[src/include/crrp_cfg.svh]
`ifndef CRRP_CFG_SVH
`define CRRP_CFG_SVH

// slave address layout
`define CRRP_ID_MSB 7
`define CRRP_ID_LSB 4
`define CRRP_SEL_MSB 2
`define CRRP_SEL_LSB 1
`define CRRP_RW_BIT 0

// slave identifiers of the two logical devices
`define CRRP_ID_REG 4'hd
`define CRRP_ID_MEM 4'ha

// register space
`define CRRP_REG_AW 5
`define CRRP_REG_MAX 5'h18
`define CRRP_REG_RST 5'h00

// memory pointer default width (largest family member)
`define CRRP_MEM_AW 15

// byte framing
`define CRRP_BIT_LAST 3'h7
`define CRRP_BYTE_ADDR 2'h0
`define CRRP_BYTE_ADDR2 2'h1
`define CRRP_BYTE_DATA 2'h2

`endif

[src/include/crrp_pkg.sv]
package crrp_pkg;

   typedef enum logic [6:0] {
      ST_IDLE = 7'h01,
      ST_ADDR = 7'h02,
      ST_ACK  = 7'h04,
      ST_ACKH = 7'h08,
      ST_RX   = 7'h10,
      ST_TX   = 7'h20,
      ST_TXAK = 7'h40
   } crrp_state_t;

endpackage

[src/core/crrp_sync.sv]
module crrp_sync #(
   parameter int W = 1
) (
   input wire logic core_clk,
   input wire logic rst_n,
   input wire logic [W-1:0] d,
   output logic [W-1:0] q
);

   logic [W-1:0] meta_q;

   // the first stage is read by the second stage only
   always_ff @(posedge core_clk or negedge rst_n) begin
      // reset to the idle level of the two-wire lines, so no false edge
      // is seen when reset lets go
      if (!rst_n) begin
         meta_q <= '1;
         q <= '1;
      end else begin
         meta_q <= d;
         q <= meta_q;
      end
   end

endmodule

[src/core/crrp_slave.sv]
`include "crrp_cfg.svh"
// How it works
// - after a matching read address the first data bit goes out on the falling edge that ends the acknowledge clock.
// - the register pointer steps by one after every register byte moves, so reads run through consecutive registers.
// - a current-address register read walks the same states as a memory read; only the identifier differs.
// - memory and register pointers are separate and loading or stepping one never touches the other.
// - register traffic leaves the memory pointer alone, so a later memory read resumes where it stopped.
// - slave address bits 7-4 pick registers or memory, and register transfers never reach memory.
// - a register address whose low five bits exceed the top register is refused with a not-acknowledge and the transfer is dropped.
// - after each read byte the bus is released for the acknowledge; acknowledge sends more, not-acknowledge ends.
// - the device answers only when address bits 2-1 match its two select pins.
module crrp_slave #(
   parameter int MEM_AW = `CRRP_MEM_AW
) (
   input wire logic core_clk,
   input wire logic nrst,
   input wire logic scl_i,
   input wire logic sda_i,
   output logic sda_o,
   output logic sda_oe,
   input wire logic [1:0] dev_sel,
   output logic [`CRRP_REG_AW-1:0] reg_ptr,
   input wire logic [7:0] reg_rdata,
   output logic reg_rd,
   output logic reg_wr,
   output logic [MEM_AW-1:0] mem_ptr,
   input wire logic [7:0] mem_rdata,
   output logic mem_rd,
   output logic mem_wr,
   output logic [MEM_AW-1:0] wr_addr,
   output logic [7:0] wr_data
);

   ////////////////////////////////////////////////////////////////////////
   logic [1:0] rst_q;
   logic rst_n;

   always_ff @(posedge core_clk or negedge nrst) begin
      if (!nrst) begin
         rst_q <= 2'h0;
      end else begin
         rst_q <= {rst_q[0], 1'b1};
      end
   end
   assign rst_n = rst_q[1];

   logic [3:0] pins_s;
   logic scl_s, sda_s, scl_p, sda_p;
   logic [1:0] sel_s;

   crrp_sync #(.W(4)) u_sync (
      .core_clk(core_clk),
      .rst_n(rst_n),
      .d({scl_i, sda_i, dev_sel}),
      .q(pins_s)
   );
   assign {scl_s, sda_s, sel_s} = pins_s;

   // idle bus is high, so reset the history high to avoid a false start
   always_ff @(posedge core_clk or negedge rst_n) begin
      if (!rst_n) begin
         scl_p <= 1'b1;
         sda_p <= 1'b1;
      end else begin
         scl_p <= scl_s;
         sda_p <= sda_s;
      end
   end

   logic scl_rise, scl_fall, bus_start, bus_stop;
   assign scl_rise = scl_s & ~scl_p;
   assign scl_fall = ~scl_s & scl_p;
   assign bus_start = scl_s & scl_p & sda_p & ~sda_s;
   assign bus_stop = scl_s & scl_p & ~sda_p & sda_s;

   // register pointer wraps after the top register
   function automatic logic [`CRRP_REG_AW-1:0] next_reg(
      input logic [`CRRP_REG_AW-1:0] p);
      next_reg = (p == `CRRP_REG_MAX) ? `CRRP_REG_RST :
         `CRRP_REG_AW'(p + 1'b1);
   endfunction

   ////////////////////////////////////////////////////////////////////////
   crrp_pkg::crrp_state_t st_q, st_d;
   logic [7:0] sh_q, sh_d, byte_in;
   logic [2:0] cnt_q, cnt_d;
   logic [1:0] nbyte_q, nbyte_d;
   logic is_reg_q, is_reg_d, is_rd_q, is_rd_d, oe_q, oe_d;
   logic [7:0] hi_q, hi_d, wdat_q, wdat_d, load;
   logic [`CRRP_REG_AW-1:0] rptr_q, rptr_d;
   logic [MEM_AW-1:0] mptr_q, mptr_d, waddr_q, waddr_d;
   logic rrd_q, rrd_d, mrd_q, mrd_d, rwr_q, rwr_d, mwr_q, mwr_d;

   assign byte_in = {sh_q[6:0], sda_s};
   assign load = is_reg_q ? reg_rdata : mem_rdata;

   always_comb begin
      st_d = st_q;
      sh_d = sh_q;
      cnt_d = cnt_q;
      nbyte_d = nbyte_q;
      is_reg_d = is_reg_q;
      is_rd_d = is_rd_q;
      oe_d = oe_q;
      hi_d = hi_q;
      wdat_d = wdat_q;
      waddr_d = waddr_q;
      rptr_d = rptr_q;
      mptr_d = mptr_q;
      rrd_d = 1'b0;
      mrd_d = 1'b0;
      rwr_d = 1'b0;
      mwr_d = 1'b0;
      if (bus_start) begin
         st_d = crrp_pkg::ST_ADDR;
         cnt_d = 3'h0;
         oe_d = 1'b0;
      end else if (bus_stop) begin
         st_d = crrp_pkg::ST_IDLE;
         oe_d = 1'b0;
      end else begin
         case (st_q)
            crrp_pkg::ST_ADDR: begin
               if (scl_rise) begin
                  sh_d = byte_in;
                  cnt_d = 3'(cnt_q + 1'b1);
                  if (cnt_q == `CRRP_BIT_LAST) begin
                     if ((byte_in[`CRRP_ID_MSB:`CRRP_ID_LSB] == `CRRP_ID_REG ||
                        byte_in[`CRRP_ID_MSB:`CRRP_ID_LSB] == `CRRP_ID_MEM) &&
                        byte_in[`CRRP_SEL_MSB:`CRRP_SEL_LSB] == sel_s) begin
                        st_d = crrp_pkg::ST_ACK;
                        is_reg_d = byte_in[`CRRP_ID_MSB:`CRRP_ID_LSB] ==
                           `CRRP_ID_REG;
                        is_rd_d = byte_in[`CRRP_RW_BIT];
                        nbyte_d = `CRRP_BYTE_ADDR;
                     end else begin
                        st_d = crrp_pkg::ST_IDLE;
                     end
                  end
               end
            end
            crrp_pkg::ST_ACK: begin
               if (scl_fall) begin
                  oe_d = 1'b1;
                  st_d = crrp_pkg::ST_ACKH;
               end
            end
            crrp_pkg::ST_ACKH: begin
               if (scl_fall) begin
                  cnt_d = 3'h0;
                  if (is_rd_q) begin
                     // read starts from the current pointer
                     sh_d = load;
                     oe_d = ~load[7];
                     rrd_d = is_reg_q;
                     mrd_d = ~is_reg_q;
                     st_d = crrp_pkg::ST_TX;
                  end else begin
                     oe_d = 1'b0;
                     st_d = crrp_pkg::ST_RX;
                  end
               end
            end
            crrp_pkg::ST_RX: begin
               if (scl_rise) begin
                  sh_d = byte_in;
                  cnt_d = 3'(cnt_q + 1'b1);
                  if (cnt_q == `CRRP_BIT_LAST) begin
                     st_d = crrp_pkg::ST_ACK;
                     if (nbyte_q != `CRRP_BYTE_DATA) begin
                        nbyte_d = 2'(nbyte_q + 1'b1);
                     end
                     if (is_reg_q) begin
                        // first byte is always the address
                        if (nbyte_q == `CRRP_BYTE_ADDR) begin
                           if (byte_in[`CRRP_REG_AW-1:0] > `CRRP_REG_MAX) begin
                              st_d = crrp_pkg::ST_IDLE;
                           end else begin
                              rptr_d = byte_in[`CRRP_REG_AW-1:0];
                              nbyte_d = `CRRP_BYTE_DATA;
                           end
                        end else begin
                           rwr_d = 1'b1;
                           wdat_d = byte_in;
                           waddr_d = MEM_AW'(rptr_q);
                           rptr_d = next_reg(rptr_q);
                        end
                     end else if (nbyte_q == `CRRP_BYTE_ADDR) begin
                        hi_d = byte_in;
                     end else if (nbyte_q == `CRRP_BYTE_ADDR2) begin
                        mptr_d = MEM_AW'({hi_q, byte_in});
                     end else begin
                        mwr_d = 1'b1;
                        wdat_d = byte_in;
                        waddr_d = mptr_q;
                        mptr_d = MEM_AW'(mptr_q + 1'b1);
                     end
                  end
               end
            end
            crrp_pkg::ST_TX: begin
               if (scl_fall) begin
                  if (cnt_q == `CRRP_BIT_LAST) begin
                     oe_d = 1'b0;
                     st_d = crrp_pkg::ST_TXAK;
                     // only the pointer of this space moves
                     if (is_reg_q) begin
                        rptr_d = next_reg(rptr_q);
                     end else begin
                        mptr_d = MEM_AW'(mptr_q + 1'b1);
                     end
                  end else begin
                     oe_d = ~sh_q[6];
                     sh_d = {sh_q[6:0], 1'b0};
                     cnt_d = 3'(cnt_q + 1'b1);
                  end
               end
            end
            crrp_pkg::ST_TXAK: begin
               // acknowledged: reuse the hold state to send the next byte
               if (scl_rise) begin
                  st_d = sda_s ? crrp_pkg::ST_IDLE : crrp_pkg::ST_ACKH;
               end
            end
            default: begin
               st_d = crrp_pkg::ST_IDLE;
               oe_d = 1'b0;
            end
         endcase
      end
   end

   always_ff @(posedge core_clk or negedge rst_n) begin
      if (!rst_n) begin
         st_q <= crrp_pkg::ST_IDLE;
         sh_q <= 8'h00;
         cnt_q <= 3'h0;
         nbyte_q <= `CRRP_BYTE_ADDR;
         is_reg_q <= 1'b0;
         is_rd_q <= 1'b0;
         oe_q <= 1'b0;
         hi_q <= 8'h00;
         wdat_q <= 8'h00;
         waddr_q <= '0;
         rptr_q <= `CRRP_REG_RST;
         mptr_q <= '0;
         rrd_q <= 1'b0;
         mrd_q <= 1'b0;
         rwr_q <= 1'b0;
         mwr_q <= 1'b0;
      end else begin
         st_q <= st_d;
         sh_q <= sh_d;
         cnt_q <= cnt_d;
         nbyte_q <= nbyte_d;
         is_reg_q <= is_reg_d;
         is_rd_q <= is_rd_d;
         oe_q <= oe_d;
         hi_q <= hi_d;
         wdat_q <= wdat_d;
         waddr_q <= waddr_d;
         rptr_q <= rptr_d;
         mptr_q <= mptr_d;
         rrd_q <= rrd_d;
         mrd_q <= mrd_d;
         rwr_q <= rwr_d;
         mwr_q <= mwr_d;
      end
   end

   // open drain: the pad only ever pulls low
   assign sda_o = 1'b0;
   assign sda_oe = oe_q;
   assign reg_ptr = rptr_q;
   assign mem_ptr = mptr_q;
   assign reg_rd = rrd_q;
   assign mem_rd = mrd_q;
   assign reg_wr = rwr_q;
   assign mem_wr = mwr_q;
   assign wr_addr = waddr_q;
   assign wr_data = wdat_q;
endmodule

[config.mk]
export PLATFORM = sky130hd
export DESIGN_NAME = crrp_slave
export DESIGN_NICKNAME = d
export VERILOG_FILES = /design/src/include/crrp_pkg.sv /design/src/core/crrp_sync.sv /design/src/core/crrp_slave.sv
export VERILOG_INCLUDE_DIRS = /design/src /design/src/include
export SDC_FILE = /design/constraint.sdc
export NUM_CORES = 1
export LEC_CHECK = 0
export ABC_AREA = 0
export BUFFER_PORTS_ARGS = -buffer_cell sky130_fd_sc_hd__clkbuf_2
export CAP_MARGIN = 20
export CORE_MARGIN = 4
export CORE_UTILIZATION = 55
export CTS_CLUSTER_SIZE = 16
export DETAILED_ROUTE_END_ITERATION = 8
export PLACE_DENSITY = 0.81
export REMOVE_ABC_BUFFERS = 1
export SLEW_MARGIN = 20
export SYNTH_ARGS = -nofsm -noshare
export SYNTH_HDL_FRONTEND = slang
export SYNTH_SLANG_ARGS = --single-unit
[constraint.sdc]
create_clock -name core_clk -period 7.55 [get_ports core_clk]
set_input_delay 0 -clock core_clk [delete_from_list [all_inputs] [get_ports core_clk]]
set_output_delay 0 -clock core_clk [all_outputs]
set_load 0.01 [all_outputs]
== Word-level counts from Yosys, hierarchy flattened ==
Index checks and enable logic that the tools add are counted.
Word-level totals
  register bits: 88
  latch bits: 0
  bits in writable memories: 0
  ROM bits: 0
  memories kept: 0
Operators by class
  add/sub/neg operators: 4
  multipliers: 0
  divide/modulo/power cells: 0
  order comparisons: 1
  equal/unequal tests: 46
  shift-type cells: 0
  mux-type cells: 102
  bitwise logic cells: 17
  reduce and logical (&&, ||, !) cells: 19
Operators by type and width (count)
  15-bit two-way mux: 12
  7-bit two-way mux: 16
  5-bit two-way mux: 9
  7-bit case mux with 6 select lines: 1
  8-bit two-way mux: 5
  2-bit inequality test, second input constant: 18
  4-bit inequality test, second input constant: 9
  1-bit two-way mux: 32
  3-bit two-way mux: 10
  15-bit case mux with 2 select lines: 1
  7-bit case mux with 3 select lines: 1
  10-bit AND reduction: 2
  2-bit two-way mux: 9
  8-bit AND reduction: 2
  15-bit by 1-bit adder with 15-bit output, second input constant: 1
  7-bit AND reduction: 2
  3-bit inequality test, second input constant: 4
  6-bit AND reduction: 2
  1-bit inverter: 10
  5-bit case mux with 2 select lines: 1
  3-bit case mux with 3 select lines: 1
  9-bit AND reduction: 1
  4-bit == test, second input constant: 2
  1-bit AND: 7
  other kinds (29): 31

== Longest topological paths before layout ==
Gate-level depths: netlist of the first run.
  depth after elaboration: 9
  gate-level depth with buffers: 9
  mapped depth without buffers: 7

== By module ==
From an unflattened synthesis of the first run, not the netlist that was laid out.
Unflattened totals
  cell total of the unflattened synthesis: 462
  area total of the unflattened synthesis: 4598.2 sq um
Modules (own cells, without submodules)
  crrp_slave: instances 1, cells each 454, area each 4388.0 sq um, seq. area each 2005.7 sq um
  crrp_sync: instances 1, cells each 8, area each 210.2 sq um, seq. area each 210.2 sq um

== Worst setup path before layout of the first run ==
No wires, ideal clock.
  path type: register -> register
  start point: register st_q[3]
  end point: register sh_q[3]
  setup time: 0.125 ns
  arrival: 2.325 ns
  setup slack: 5.100 ns
  cell stages (with the launch flop): 7
  period minus slack after synthesis: 2.450 ns
  cell sequence: dfrtp_1 clkbuf_1 or4_4 nor3_4 a21oi_1 a2111oi_4 mux2_2
On the way
  longest elaborated chain between the ends: 4
  elaborated cells on any way between the ends: 13
  classes of those cells: eq/ne (9); mux (1); reduce/logical (3)
Ends and longest elaborated chain
  start, declared: line crrp_slave.sv:84  | crrp_pkg::crrp_state_t st_q, st_d;
  start signal, assigned: line crrp_slave.sv:235  | st_q <= crrp_pkg::ST_IDLE;
  start signal, assigned: line crrp_slave.sv:252  | st_q <= st_d;
  7-bit by 5-bit == test with 1-bit output or 7-bit by 2-bit == test with 1-bit output (tied branches): line crrp_slave.sv:122  | case (st_q)
  2-bit OR reduction (no line)
  2-bit by 1-bit inequality test with 1-bit output (no line) or 3-bit nonzero test (tied branches)
  8-bit AND reduction (no line)
  end signal, assigned: line crrp_slave.sv:236  | sh_q <= 8'h00;
  end signal, assigned: line crrp_slave.sv:253  | sh_q <= sh_d;
  end, declared: line crrp_slave.sv:85  | logic [7:0] sh_q, sh_d, byte_in;
Parallel ways exist; a longest one is shown, timed or not.
A chain may end at the register's enable or synchronous reset.

== Worst setup path in the final report of the first run ==
  start point: register st_q[1]
  end point: register wdat_q[7] (netlist: wr_data[7])
On the way
  longest elaborated chain between the ends: 2
Ends and longest elaborated chain
  7-bit by 5-bit == test with 1-bit output: line crrp_slave.sv:122
  7-bit AND reduction (no line)
  end signal, assigned: line crrp_slave.sv:260  | wdat_q <= wdat_d;
  end, declared: line crrp_slave.sv:89  | logic [7:0] hi_q, hi_d, wdat_q, wdat_d, load;
No other way between the ends.

==> run metrics, run 1 <==
result of the run=finished, final reports clean; Crit Path Class=reg2reg; share of the core filled with cells in the final layout=0.651; crit path DAT=3.13 ns; sequential cell area fraction in the yosys report=0.474; Core Region=0.00826 sq mm; dominant cells by area after synthesis=sky130_fd_sc_hd__dfrtp_1 (41%), sky130_fd_sc_hd__mux2_2 (9.1%), sky130_fd_sc_hd__dfstp_2 (6.2%), sky130_fd_sc_hd__a21oi_1 (4.2%), sky130_fd_sc_hd__o21ai_0 (3.1%); transition time at the pin with the least slew margin=roughly 0.97 ns; height of the die=100 um; largest area contributor in the synthesized netlist=sky130_fd_sc_hd__dfrtp_1; grt total ovfl=0; Detailed Route WL=10,900 um; Seq pwr share=0.545; worst supply voltage drop on vdd=156 uV; leading register cell type out of synthesis=sky130_fd_sc_hd__dfrtp_1; final number of setup-violating endpoints=0; most repeated cell in the gate-level netlist after synthesis=sky130_fd_sc_hd__dfrtp_1; Total Power=0.890 mW; multi-input logic area=around 0.0023 sq mm; Die Wd=100 um; clock latency on the worst-skew pair=roughly 0.37 ns; CTS tree=built; sequential cell area in the final layout=0.00222 sq mm; first-pass GRT wire length=17,600 um; Synth top area share=0.412; largest incremental delay on the critical path=0.69 ns; Max FO, Critical Path=32; number of warning messages in the yosys log=0; DP HPWL=7540 um; startpoint types=flop; highest-delay cell along the critical path=sky130_fd_sc_hd__or4_1; clk slew on worst S/H paths=0.09 ns; period utilization=0.382; worst setup slack after layout=around 4.7 ns; filler-free cell count of the finished design=~630; post-synthesis instance area=~0.0047 sq mm; placer congestion estimate=0.939; number of antenna violations at the first check in global routing=0; library cell used as clock root buffer=sky130_fd_sc_hd__clkbuf_8; # nets final=554; Boundary Pins=71; layout cell share with drive strength beyond 1=0.287; worst clock skew=0.0178 ns; total power divided by cell area=approximately 170 mW/mm^2; top post-synthesis cells by count=sky130_fd_sc_hd__dfrtp_1 (77), sky130_fd_sc_hd__a21oi_1 (39), sky130_fd_sc_hd__mux2_2 (38); Die Area=roughly 0.010 sq mm; Area growth, synth to finish=14.9%; total count of max-transition violations in the final report=0; overall fraction of global-route tracks in use=0.219; RSZ-0062 raised after global routing=no; first-pass iteration count of the detailed router=5; violation count after the first detailed-route iteration=267; H-tree levels=3; share of total power in combinational logic=0.036; Num CTS Buffers=9; required time at the worst-slack endpoint=between 7 and 8 ns; Async SR Flop Fraction=1.00; starting density of the core=0.567; number of maximum-capacitance constraint violations=0; internal power component=approximately 0.68 mW; CP endpoint kind=flop; maximum frequency from static timing analysis=0.347 GHz; post-detailed-route via-to-cell ratio=6.05; cell-by-cell trace of the critical path=or4_1 > nor3_2 > o2111a_1 > buf_4 > mux2_2; Netlist cell types=66; power spent charging and discharging nets=0.207 mW; EDFF count, synth=0; count of input and output buffers=69; Max-slew headroom=0.348; Sw Share=0.232; aggregate negative setup slack=0 ns; cell count after synthesis=463; count of antenna diodes in the layout=0; mean post-synth cell area=10.1 sq um; vias in the first global route=between 3,000 and 4,000; Clk pwr share=0.418; post-DR wirelength/cell=around 17 um; number of endpoints with negative hold slack in the final report=0; FF+latch count, synth=88; count of instances resized after the clock tree is built=0; placed cell count=612; maximum clock path buffer count=2; time the final worst path needs with I/O delays and setup=2.88 ns; count of nets left with antenna violations after detail routing=0; number of remaining DRC errors=0; pin count of the biggest net entering global routing=a little under 90; row count=33; Post CTS Setup Buffer Count=0; vias after detailed routing=about 3,800; CTS Sinks=88; pre-CTS worst setup slack=between 4 and 5 ns; Filler cells=651; Lkg Pwr=2.49 nW; Hold Path Class=in2reg
-- power groups by stage --
stage                     Sequential (mW)  Combinational (mW)  Clock [mW]
after floorplan                     0.498              0.0128           0
after global placement              0.494              0.0297           0
after detailed placement            0.494              0.0304           0
after CTS                           0.485              0.0330       0.376
after global routing                0.486              0.0368       0.397
final                               0.485              0.0325       0.372
-- worst max-delay path, delay by kind of cell, from the launching register on --
family,cells,cell delay [ns]
multiplexers,1,0.38
AO/OA/AOI/OAI,1,0.46
flip-flops,1,0.48
buffers and inverters,1,0.37
AND/OR/NAND/NOR,2,1.07
-- cells in the final DEF, fill, tap and decap left out, drive strengths merged, types with 11 or more instances in the layout --
cell    Yosys  final
nand2      30     30
mux2       40     40
inv        22     26
mux2i      12     12
o21ai      31     31
clkbuf     23     78
dfrtp      77     77
nand3b     13     13
a21oi      39     39
nand3      15     15
nor2       20     20
dfstp      11     11
-- cell families (layout without fill, tap and decap cells) --
group,after synthesis,after routing,synth area share
and+or+nand+nor,139,139,0.170
AOI/OAI and AO/OA,117,117,0.158
DFF,88,88,0.474
muxes,52,52,0.122
buffers and inverters,51,117,0.0428
adders and majority gates,8,8,0.0214
xor gates and xnor gates,6,6,0.0112
other,2,2,0.00161
-- metal layers --
metal | routed length, um | up-vias | share of wire | track usage
met5 | 0 | - | 0 | 0
met4 | 195 | 0 | 0.018 | 0.0715
met3 | 666 | 20 | 0.061 | 0.0452
met2 | 5490 | 136 | 0.50 | 0.360
met1 | 4540 | 1885 | 0.42 | 0.291
li1 | - | 1797 | - | -
-- what timing repair did --
item | 4_1_cts | 5_1_grt
hold endpoints to repair | 6 | 0
hold buffers | 6 | 0
endpoints found under the setup margin | 0 | 0
-- final cells by class --
type,count,area share
Multi-Input combinational cell,324,0.424
Sequential cell,88,0.413
Timing Repair Buffer,79,0.0817
Tap cell,105,0.0244
Clock buffer,9,0.0230
Clock inverter,7,0.0186
Inverter,22,0.0154
-- per-stage QoR --
| step | hold slack, ns | cell area [sq um] |
|---|---|---|
| 5_1_grt | 0.127 | 5380 |
| 4_1_cts | 0.103 | 5370 |
| 3_3_place_gp | -0.214 | 5080 |
| 6_report | 0.108 | 5380 |
| 2_1_floorplan | -0.296 | 4560 |
| 3_5_place_dp | -0.212 | 5080 |
-- worst paths after layout --
| check | from | endpoint | slack, ns | cells after the start |
|---|---|---|---|---|
| max | st_q[1]$_DFFE_PN0P_ | wr_data[7]$_DFFE_PN0P_ | 4.67 | 5 |
| min | mem_rdata[1] | sh_q[1]$_DFFE_PN0P_ | 0.11 | 4 |
| max reg2reg | st_q[1]$_DFFE_PN0P_ | wr_data[7]$_DFFE_PN0P_ | 4.67 | 5 |
| min reg2reg | u_sync.meta_q[2]$_DFF_PN1_ | u_sync.q[2]$_DFF_PN1_ | 0.36 | 0 |
| max in group asynchronous | rst_q[1]$_DFF_PN0_ | wr_addr[8]$_DFFE_PN0P_ | 6.58 | 1 |
| min in group asynchronous | rst_q[1]$_DFF_PN0_ | reg_ptr[3]$_DFFE_PN0P_ | 0.46 | 1 |
-- sequential cells by signal (all words and copies together), names as in the netlist, 2 cells and up --
name,cells
rst_q,2
sh_q,7
u_sync.q,4
cnt_q,3
u_sync.meta_q,4
mem_ptr,15
st_q,7
nbyte_q,2
wr_data,8
wr_addr,15
hi_q,7
reg_ptr,5
Note: power is estimated with default switching activity, not from simulation.
==> run 2, diff against run 1 <==
Settings changed: ABC_AREA 0 to 1.
Clock period 7.55 ns to 3 ns, I/O delays scaled along.
==> run metrics, run 2 <==
result of the run=finished, final reports clean; top library cells by usage in the layout, fill and taps aside=sky130_fd_sc_hd__nand2_1 (213), sky130_fd_sc_hd__dfrtp_1 (76), sky130_fd_sc_hd__clkbuf_2 (69); Die Wd=105 um (+4.9%); DP HPWL=9060 um (+20%); crit path DAT=2.44 ns (-0.69 ns); layout cell share with drive strength beyond 1=0.233 (-0.0542); finished layout cell area=0.00584 sq mm (+8.7%); startpoint types=flop; RSZ-0062 raised after global routing=no; post-detailed-route via-to-cell ratio=5.48 (-9.5%); worst supply voltage drop on vdd=289 uV (+86%); cell-by-cell trace of the critical path=ha_1 > ha_1 > nand2_1 > inv_1 > nand2_2 > nor2_8 > inv_4 > o31ai_1; post-DR wirelength/cell=14.6 um (-15%); post-detailed-placement cell area=0.00556 sq mm (+9.5%); dominant cells by area after synthesis=sky130_fd_sc_hd__dfrtp_1 (37%), sky130_fd_sc_hd__nand2_1 (15%), sky130_fd_sc_hd__dfstp_2 (5.6%), sky130_fd_sc_hd__nand3_1 (4.4%), sky130_fd_sc_hd__inv_1 (4.3%); Core Region=0.00920 sq mm (+11%); Area growth, synth to finish=12.7%; Total Power=2.51 mW (+180%); CTS Sinks=88 (unchanged); most repeated cell in the gate-level netlist after synthesis=sky130_fd_sc_hd__nand2_1; first-pass iteration count of the detailed router=6 (+1); number of remaining DRC errors=0 (unchanged); Synth top area share=0.372 (-0.0403); starting density of the core=0.564 (-0.00257); worst setup slack after layout=0.831 ns (-3.84 ns); Num CTS Buffers=9 (unchanged); transition time at the pin with the least slew margin=0.847 ns (-0.125 ns); number of antenna violations at the first check in global routing=0 (unchanged); count of antenna diodes in the layout=0 (unchanged); number of endpoints with negative hold slack in the final report=0 (unchanged); pre-CTS worst setup slack=0.874 ns (-3.83 ns); count of nets left with antenna violations after detail routing=0 (unchanged); number of warning messages in the yosys log=0 (unchanged); EDFF count, synth=0 (unchanged); aggregate negative setup slack=0 ns (unchanged); Boundary Pins=71 (unchanged); H-tree levels=3 (unchanged); final hold slack=0.0418 ns (-0.0657 ns); violation count after the first detailed-route iteration=349 (+31%); highest-delay cell along the critical path=sky130_fd_sc_hd__dfrtp_1; commonest non-fill, non-tap cell in the layout=sky130_fd_sc_hd__nand2_1; Hold Path Class=in2reg; Max FO, Critical Path=28 (-13%); largest incremental delay on the critical path=0.38 ns (-0.31 ns); top post-synthesis cells by count=sky130_fd_sc_hd__nand2_1 (213), sky130_fd_sc_hd__dfrtp_1 (77), sky130_fd_sc_hd__inv_1 (59); total power divided by cell area=429 mW/mm^2 (+160%); vias in the first global route=4,495 (+23%); height of the die=105 um (+4.9%); grt total ovfl=0 (unchanged); cell count after synthesis=664 (+43%); FF+latch count, synth=88 (unchanged); total count of max-transition violations in the final report=0 (unchanged); Crit path max-delay family=simple AND/OR/NAND/NOR gates; row count=35 (+6.1%); Max-slew headroom=0.434 (+0.0856); overall fraction of global-route tracks in use=0.237 (+0.0181); most used cell, CP=sky130_fd_sc_hd__ha_1; mean post-synth cell area=7.81 sq um (-23%); time the final worst path needs with I/O delays and setup=2.17 ns (-0.715 ns); clock latency on the worst-skew pair=0.37 ns (about the same); largest area contributor in the synthesized netlist=sky130_fd_sc_hd__dfrtp_1; # nets final=767 (+38%); Netlist cell types=42 (-36%); Crit Path Class=reg2reg; Async SR Flop Fraction=1.00 (unchanged); maximum frequency from static timing analysis=0.461 GHz (+33%); Die Area=0.0110 sq mm (+10%); clk slew on worst S/H paths=0.10 ns (about the same); CP endpoint kind=flop; sequential cell area fraction in the yosys report=0.427 (-0.0464); leading register cell type out of synthesis=sky130_fd_sc_hd__dfrtp_1; post-synthesis instance area=0.00519 sq mm (+11%); Detailed Route WL=12,500 um (+14%); final number of setup-violating endpoints=0 (unchanged); library cell used as clock root buffer=sky130_fd_sc_hd__clkbuf_8; period utilization=0.723 (+0.341); placer congestion estimate=0.879 (-6.4%); required time at the worst-slack endpoint=3.27 ns (-4.52 ns); maximum clock path buffer count=2 (unchanged); count of input and output buffers=69 (unchanged); first-pass GRT wire length=21,400 um (+22%); vias after detailed routing=4,672 (+22%); CTS tree=built; Lkg Pwr=3.16 nW (+27%); pin count of the biggest net entering global routing=87 (unchanged); number of maximum-capacitance constraint violations=0 (unchanged); worst clock skew=0.0171 ns (-0.000690 ns); buffering stage count on the worst path with inverters included=2 (+1)
==> run 2: layer usage <==
layer / vias up / global-route usage / share of wire
met2: 172 / 0.379 / 0.47
met5: - / 0 / 0
met4: 0 / 0.0890 / 0.022
met3: 22 / 0.0327 / 0.061
li1: 2288 / - / -
met1: 2190 / 0.329 / 0.45
==> run 2: worst reg2reg max path, delay by kind of cell, from the launching register on <==
kind,cells,cell delay [ns]
buf+inv,2,0.32
simple gates,3,0.66
flops,1,0.38
fa+ha+maj,2,0.49
compound gates,1,0.24
==> run 2: metrics by stage <==
stage,cells,util
after floorplan,648,-
after global placement,830,0.605
after detailed placement,830,0.605
after CTS,852,0.632
after global routing,853,0.635
final,853,0.635
==> run 2: where the power goes <==
part	internal [mW]	leakage, nW	switching [mW]
Clock	0.328	0.100	0.494
Sequential	1.25	1.09	0.0738
Combinational	0.120	1.96	0.237
==> run 2: layout make-up <==
| type | count | area [sq um] |
|---|---|---|
| fillers | 814 | 3350 |
| repair buffers | 78 | 448 |
| clock inverters | 7 | 68.8 |
| clock buffers | 9 | 124 |
| flip-flops and latches | 88 | 2220 |
| multi-input cells | 484 | 2550 |
| inverters | 76 | 293 |
| well taps | 111 | 139 |
==> run 2: final timing paths <==
kind	startpoint	to	slack, ns	cells past startpoint
worst max register to register	cnt_q[0]$_DFFE_PN0P_	wr_addr[9]$_DFFE_PN0P_	0.83	8
worst min register to register	rst_q[1]$_DFF_PN0_	sh_q[0]$_DFFE_PN0P_	0.27	0
max in group asynchronous	rst_q[1]$_DFF_PN0_	scl_p$_DFF_PN1_	2.04	1
min in group asynchronous	rst_q[1]$_DFF_PN0_	sh_q[0]$_DFFE_PN0P_	0.27	0
worst min-delay path	mem_rdata[2]	sh_q[2]$_DFFE_PN0P_	0.04	7
worst max-delay path	cnt_q[0]$_DFFE_PN0P_	wr_addr[9]$_DFFE_PN0P_	0.83	8
==> run 2: what timing repair did <==
item                      in CTS  in global routing
setup buffers                  0                  0
hold buffers                   6                  0
resized for setup              0                  0
hold endpoints to repair       6                  0
==> run 2: cell families (layout without fill, tap and decap cells) <==
logic type	count (synthesis)	in the layout	share of synthesized area
and+or+nand+nor	383	383	0.365
buffers and inverters	92	170	0.0808
DFF	88	88	0.427
AOI/OAI and AO/OA	87	87	0.0992
adders and majority gates	8	8	0.0193
xor gates and xnor gates	4	4	0.00676
other	2	2	0.00145
==> run 3, diff against run 2 <==
Settings changed: CORE_UTILIZATION 55 to 52, PLACE_DENSITY 0.81 to 0.8.
Clock period 3 ns to 1.8 ns, I/O delays scaled along.
==> run metrics, run 3 (synthesized netlist as in run 2, its figures left out) <==
result of the run=finished, final reports clean; first-pass GRT wire length=20,900 um (-2.6%); CTS tree=built; DP HPWL=9250 um (+2.0%); CTS Sinks=88 (unchanged); top library cells by usage in the layout, fill and taps aside=sky130_fd_sc_hd__nand2_1 (211), sky130_fd_sc_hd__dfrtp_1 (74), sky130_fd_sc_hd__clkbuf_2 (69); Lkg Pwr=3.30 nW (+4.6%); Die Area=0.0116 sq mm (+5.3%); maximum frequency from static timing analysis=0.573 GHz (+24%); Hold Path Class=in2reg; worst clock skew=0.0133 ns (-0.00378 ns); number of maximum-capacitance constraint violations=0 (unchanged); number of endpoints with negative hold slack in the final report=0 (unchanged); starting density of the core=0.533 (-0.0309); library cell used as clock root buffer=sky130_fd_sc_hd__clkbuf_8; post-DR wirelength/cell=13.8 um (-5.6%); Core Region=0.00973 sq mm (+5.8%); overall fraction of global-route tracks in use=0.226 (-0.0117); crit path DAT=2.04 ns (-0.40 ns); count of nets left with antenna violations after detail routing=0 (unchanged); post-detailed-route via-to-cell ratio=5.19 (-5.2%); Detailed Route WL=12,500 um (about the same); RSZ-0062 raised after global routing=yes; met3 wire len=598 um (-21%); final number of setup-violating endpoints=0 (unchanged); worst supply voltage drop on vdd=496 uV (+72%); vias in the first global route=4,318 (-3.9%); Boundary Pins=71 (unchanged); post-detailed-placement cell area=0.00579 sq mm (+4.0%); first-pass iteration count of the detailed router=5 (-1); startpoint types=flop; CP endpoint kind=flop; count of input and output buffers=69 (unchanged); met1 wire length=5790 um (+3.4%); # nets final=796 (+3.8%); maximum clock path buffer count=2 (unchanged); finished layout cell area=0.00615 sq mm (+5.3%); topmost layer with routed signal wires=met4; height of the die=108 um (+2.6%); total power divided by cell area=665 mW/mm^2 (+55%); clk slew on worst S/H paths=0.09 ns (about the same); Crit Path Class=reg2reg; Max-slew headroom=0.592 (+0.158); length of routed met2 wiring=5830 um (-0.15%); H-tree levels=3 (unchanged); aggregate negative setup slack=0 ns (unchanged); commonest non-fill, non-tap cell in the layout=sky130_fd_sc_hd__nand2_1; placer congestion estimate=0.925 (+5.2%); Num CTS Buffers=9 (unchanged); count of antenna diodes in the layout=0 (unchanged); required time at the worst-slack endpoint=2.09 ns (-1.18 ns); Die Wd=108 um (+2.6%); number of remaining DRC errors=0 (unchanged); transition time at the pin with the least slew margin=0.608 ns (-0.240 ns); pin count of the biggest net entering global routing=55 (-37%); vias after detailed routing=4,692 (+0.43%); Area growth, synth to finish=18.6%; total count of max-transition violations in the final report=0 (unchanged); row count=36 (+2.9%); time the final worst path needs with I/O delays and setup=1.75 ns (-0.423 ns); violation count after the first detailed-route iteration=309 (-11%); number of antenna violations at the first check in global routing=0 (unchanged); clock latency on the worst-skew pair=0.37 ns (about the same); Max FO, Critical Path=6 (-79%); grt total ovfl=0 (unchanged); Filler cells=844 (+3.7%); layout cell share with drive strength beyond 1=0.268 (+0.0353); period utilization=0.970 (+0.247)
run 3: final cells by class:
cell class                      instances  area (sq um)  share of cell area
Clock buffer                           12           145              0.0236
Multi-Input combinational cell        484          2580               0.420
Timing Repair Buffer                  107           708               0.115
Sequential cell                        88          2220               0.361
Clock inverter                          4          30.0             0.00488
Inverter                               76           295              0.0480
Tap cell                              133           166              0.0270
run 3: worst paths after layout:
check / start / endpoint / slack (ns) / depth (start not counted)
worst max register to register: st_q[0]$_DFFE_PN1P_ / sh_q[4]$_DFFE_PN0P_ / 0.05 / 11
min in group asynchronous: rst_q[1]$_DFF_PN0_ / wr_data[4]$_DFFE_PN0P_ / 0.26 / 0
worst min-delay path: mem_rdata[6] / sh_q[6]$_DFFE_PN0P_ / 0.05 / 7
worst max-delay path: st_q[0]$_DFFE_PN1P_ / sh_q[4]$_DFFE_PN0P_ / 0.05 / 11
worst min register to register: rst_q[1]$_DFF_PN0_ / wr_data[4]$_DFFE_PN0P_ / 0.26 / 0
max in group asynchronous: rst_q[1]$_DFF_PN0_ / st_q[0]$_DFFE_PN1P_ / 0.86 / 1
run 3: per-stage QoR:
stage / utilization / total power, mW / setup WS [ns] / instances / hold slack (ns)
6_report: 0.632 / 4.09 / 0.0538 / 904 / 0.0534
5_1_grt: 0.632 / 4.32 / -0.0218 / 904 / 0.0912
4_1_cts: 0.622 / 4.12 / 0.0221 / 897 / 0.0424
3_5_place_dp: 0.595 / 2.86 / -0.0509 / 873 / -0.209
3_3_place_gp: 0.595 / 2.84 / 0.0678 / 873 / -0.213
2_1_floorplan: - / 2.62 / -0.813 / 648 / -0.296
run 3: critical path, cell delays in order, from the launching register on:
cell and delay, ns:
sky130_fd_sc_hd__dfstp_2 0.57, sky130_fd_sc_hd__nor2_4 0.06, sky130_fd_sc_hd__nand2_4 0.15, sky130_fd_sc_hd__inv_6 0.07, sky130_fd_sc_hd__nand2_4 0.10, sky130_fd_sc_hd__nand2_4 0.10, sky130_fd_sc_hd__nand2_4 0.08, sky130_fd_sc_hd__nand3_4 0.09
sky130_fd_sc_hd__nor2_8 0.17, sky130_fd_sc_hd__buf_4 0.16, sky130_fd_sc_hd__nand2_2 0.05, sky130_fd_sc_hd__o21ai_2 0.07
run 3: timing repair:
| action | CTS | global route |
|---|---|---|
| hold endpoints to repair | 6 | 0 |
| pin swaps | 1 | 4 |
| setup endpoints to repair | 15 | 38 |
| gates resized for setup | 0 | 12 |
| setup buffers | 2 | 7 |
| hold buffers | 6 | 0 |
run 3: power breakdown:
group	total, mW	switching, mW	leakage (nW)	internal [mW]
clock	1.25	0.701	0.0870	0.546
sequential	2.21	0.118	1.09	2.09
combinational	0.637	0.414	2.13	0.223
run 3: per-layer routing:
layer	vias up	GRT usage
met3	27	0.0318
li1	2340	-
met1	2167	0.313
met2	158	0.362
met4	0	0.0784
met5	-	0
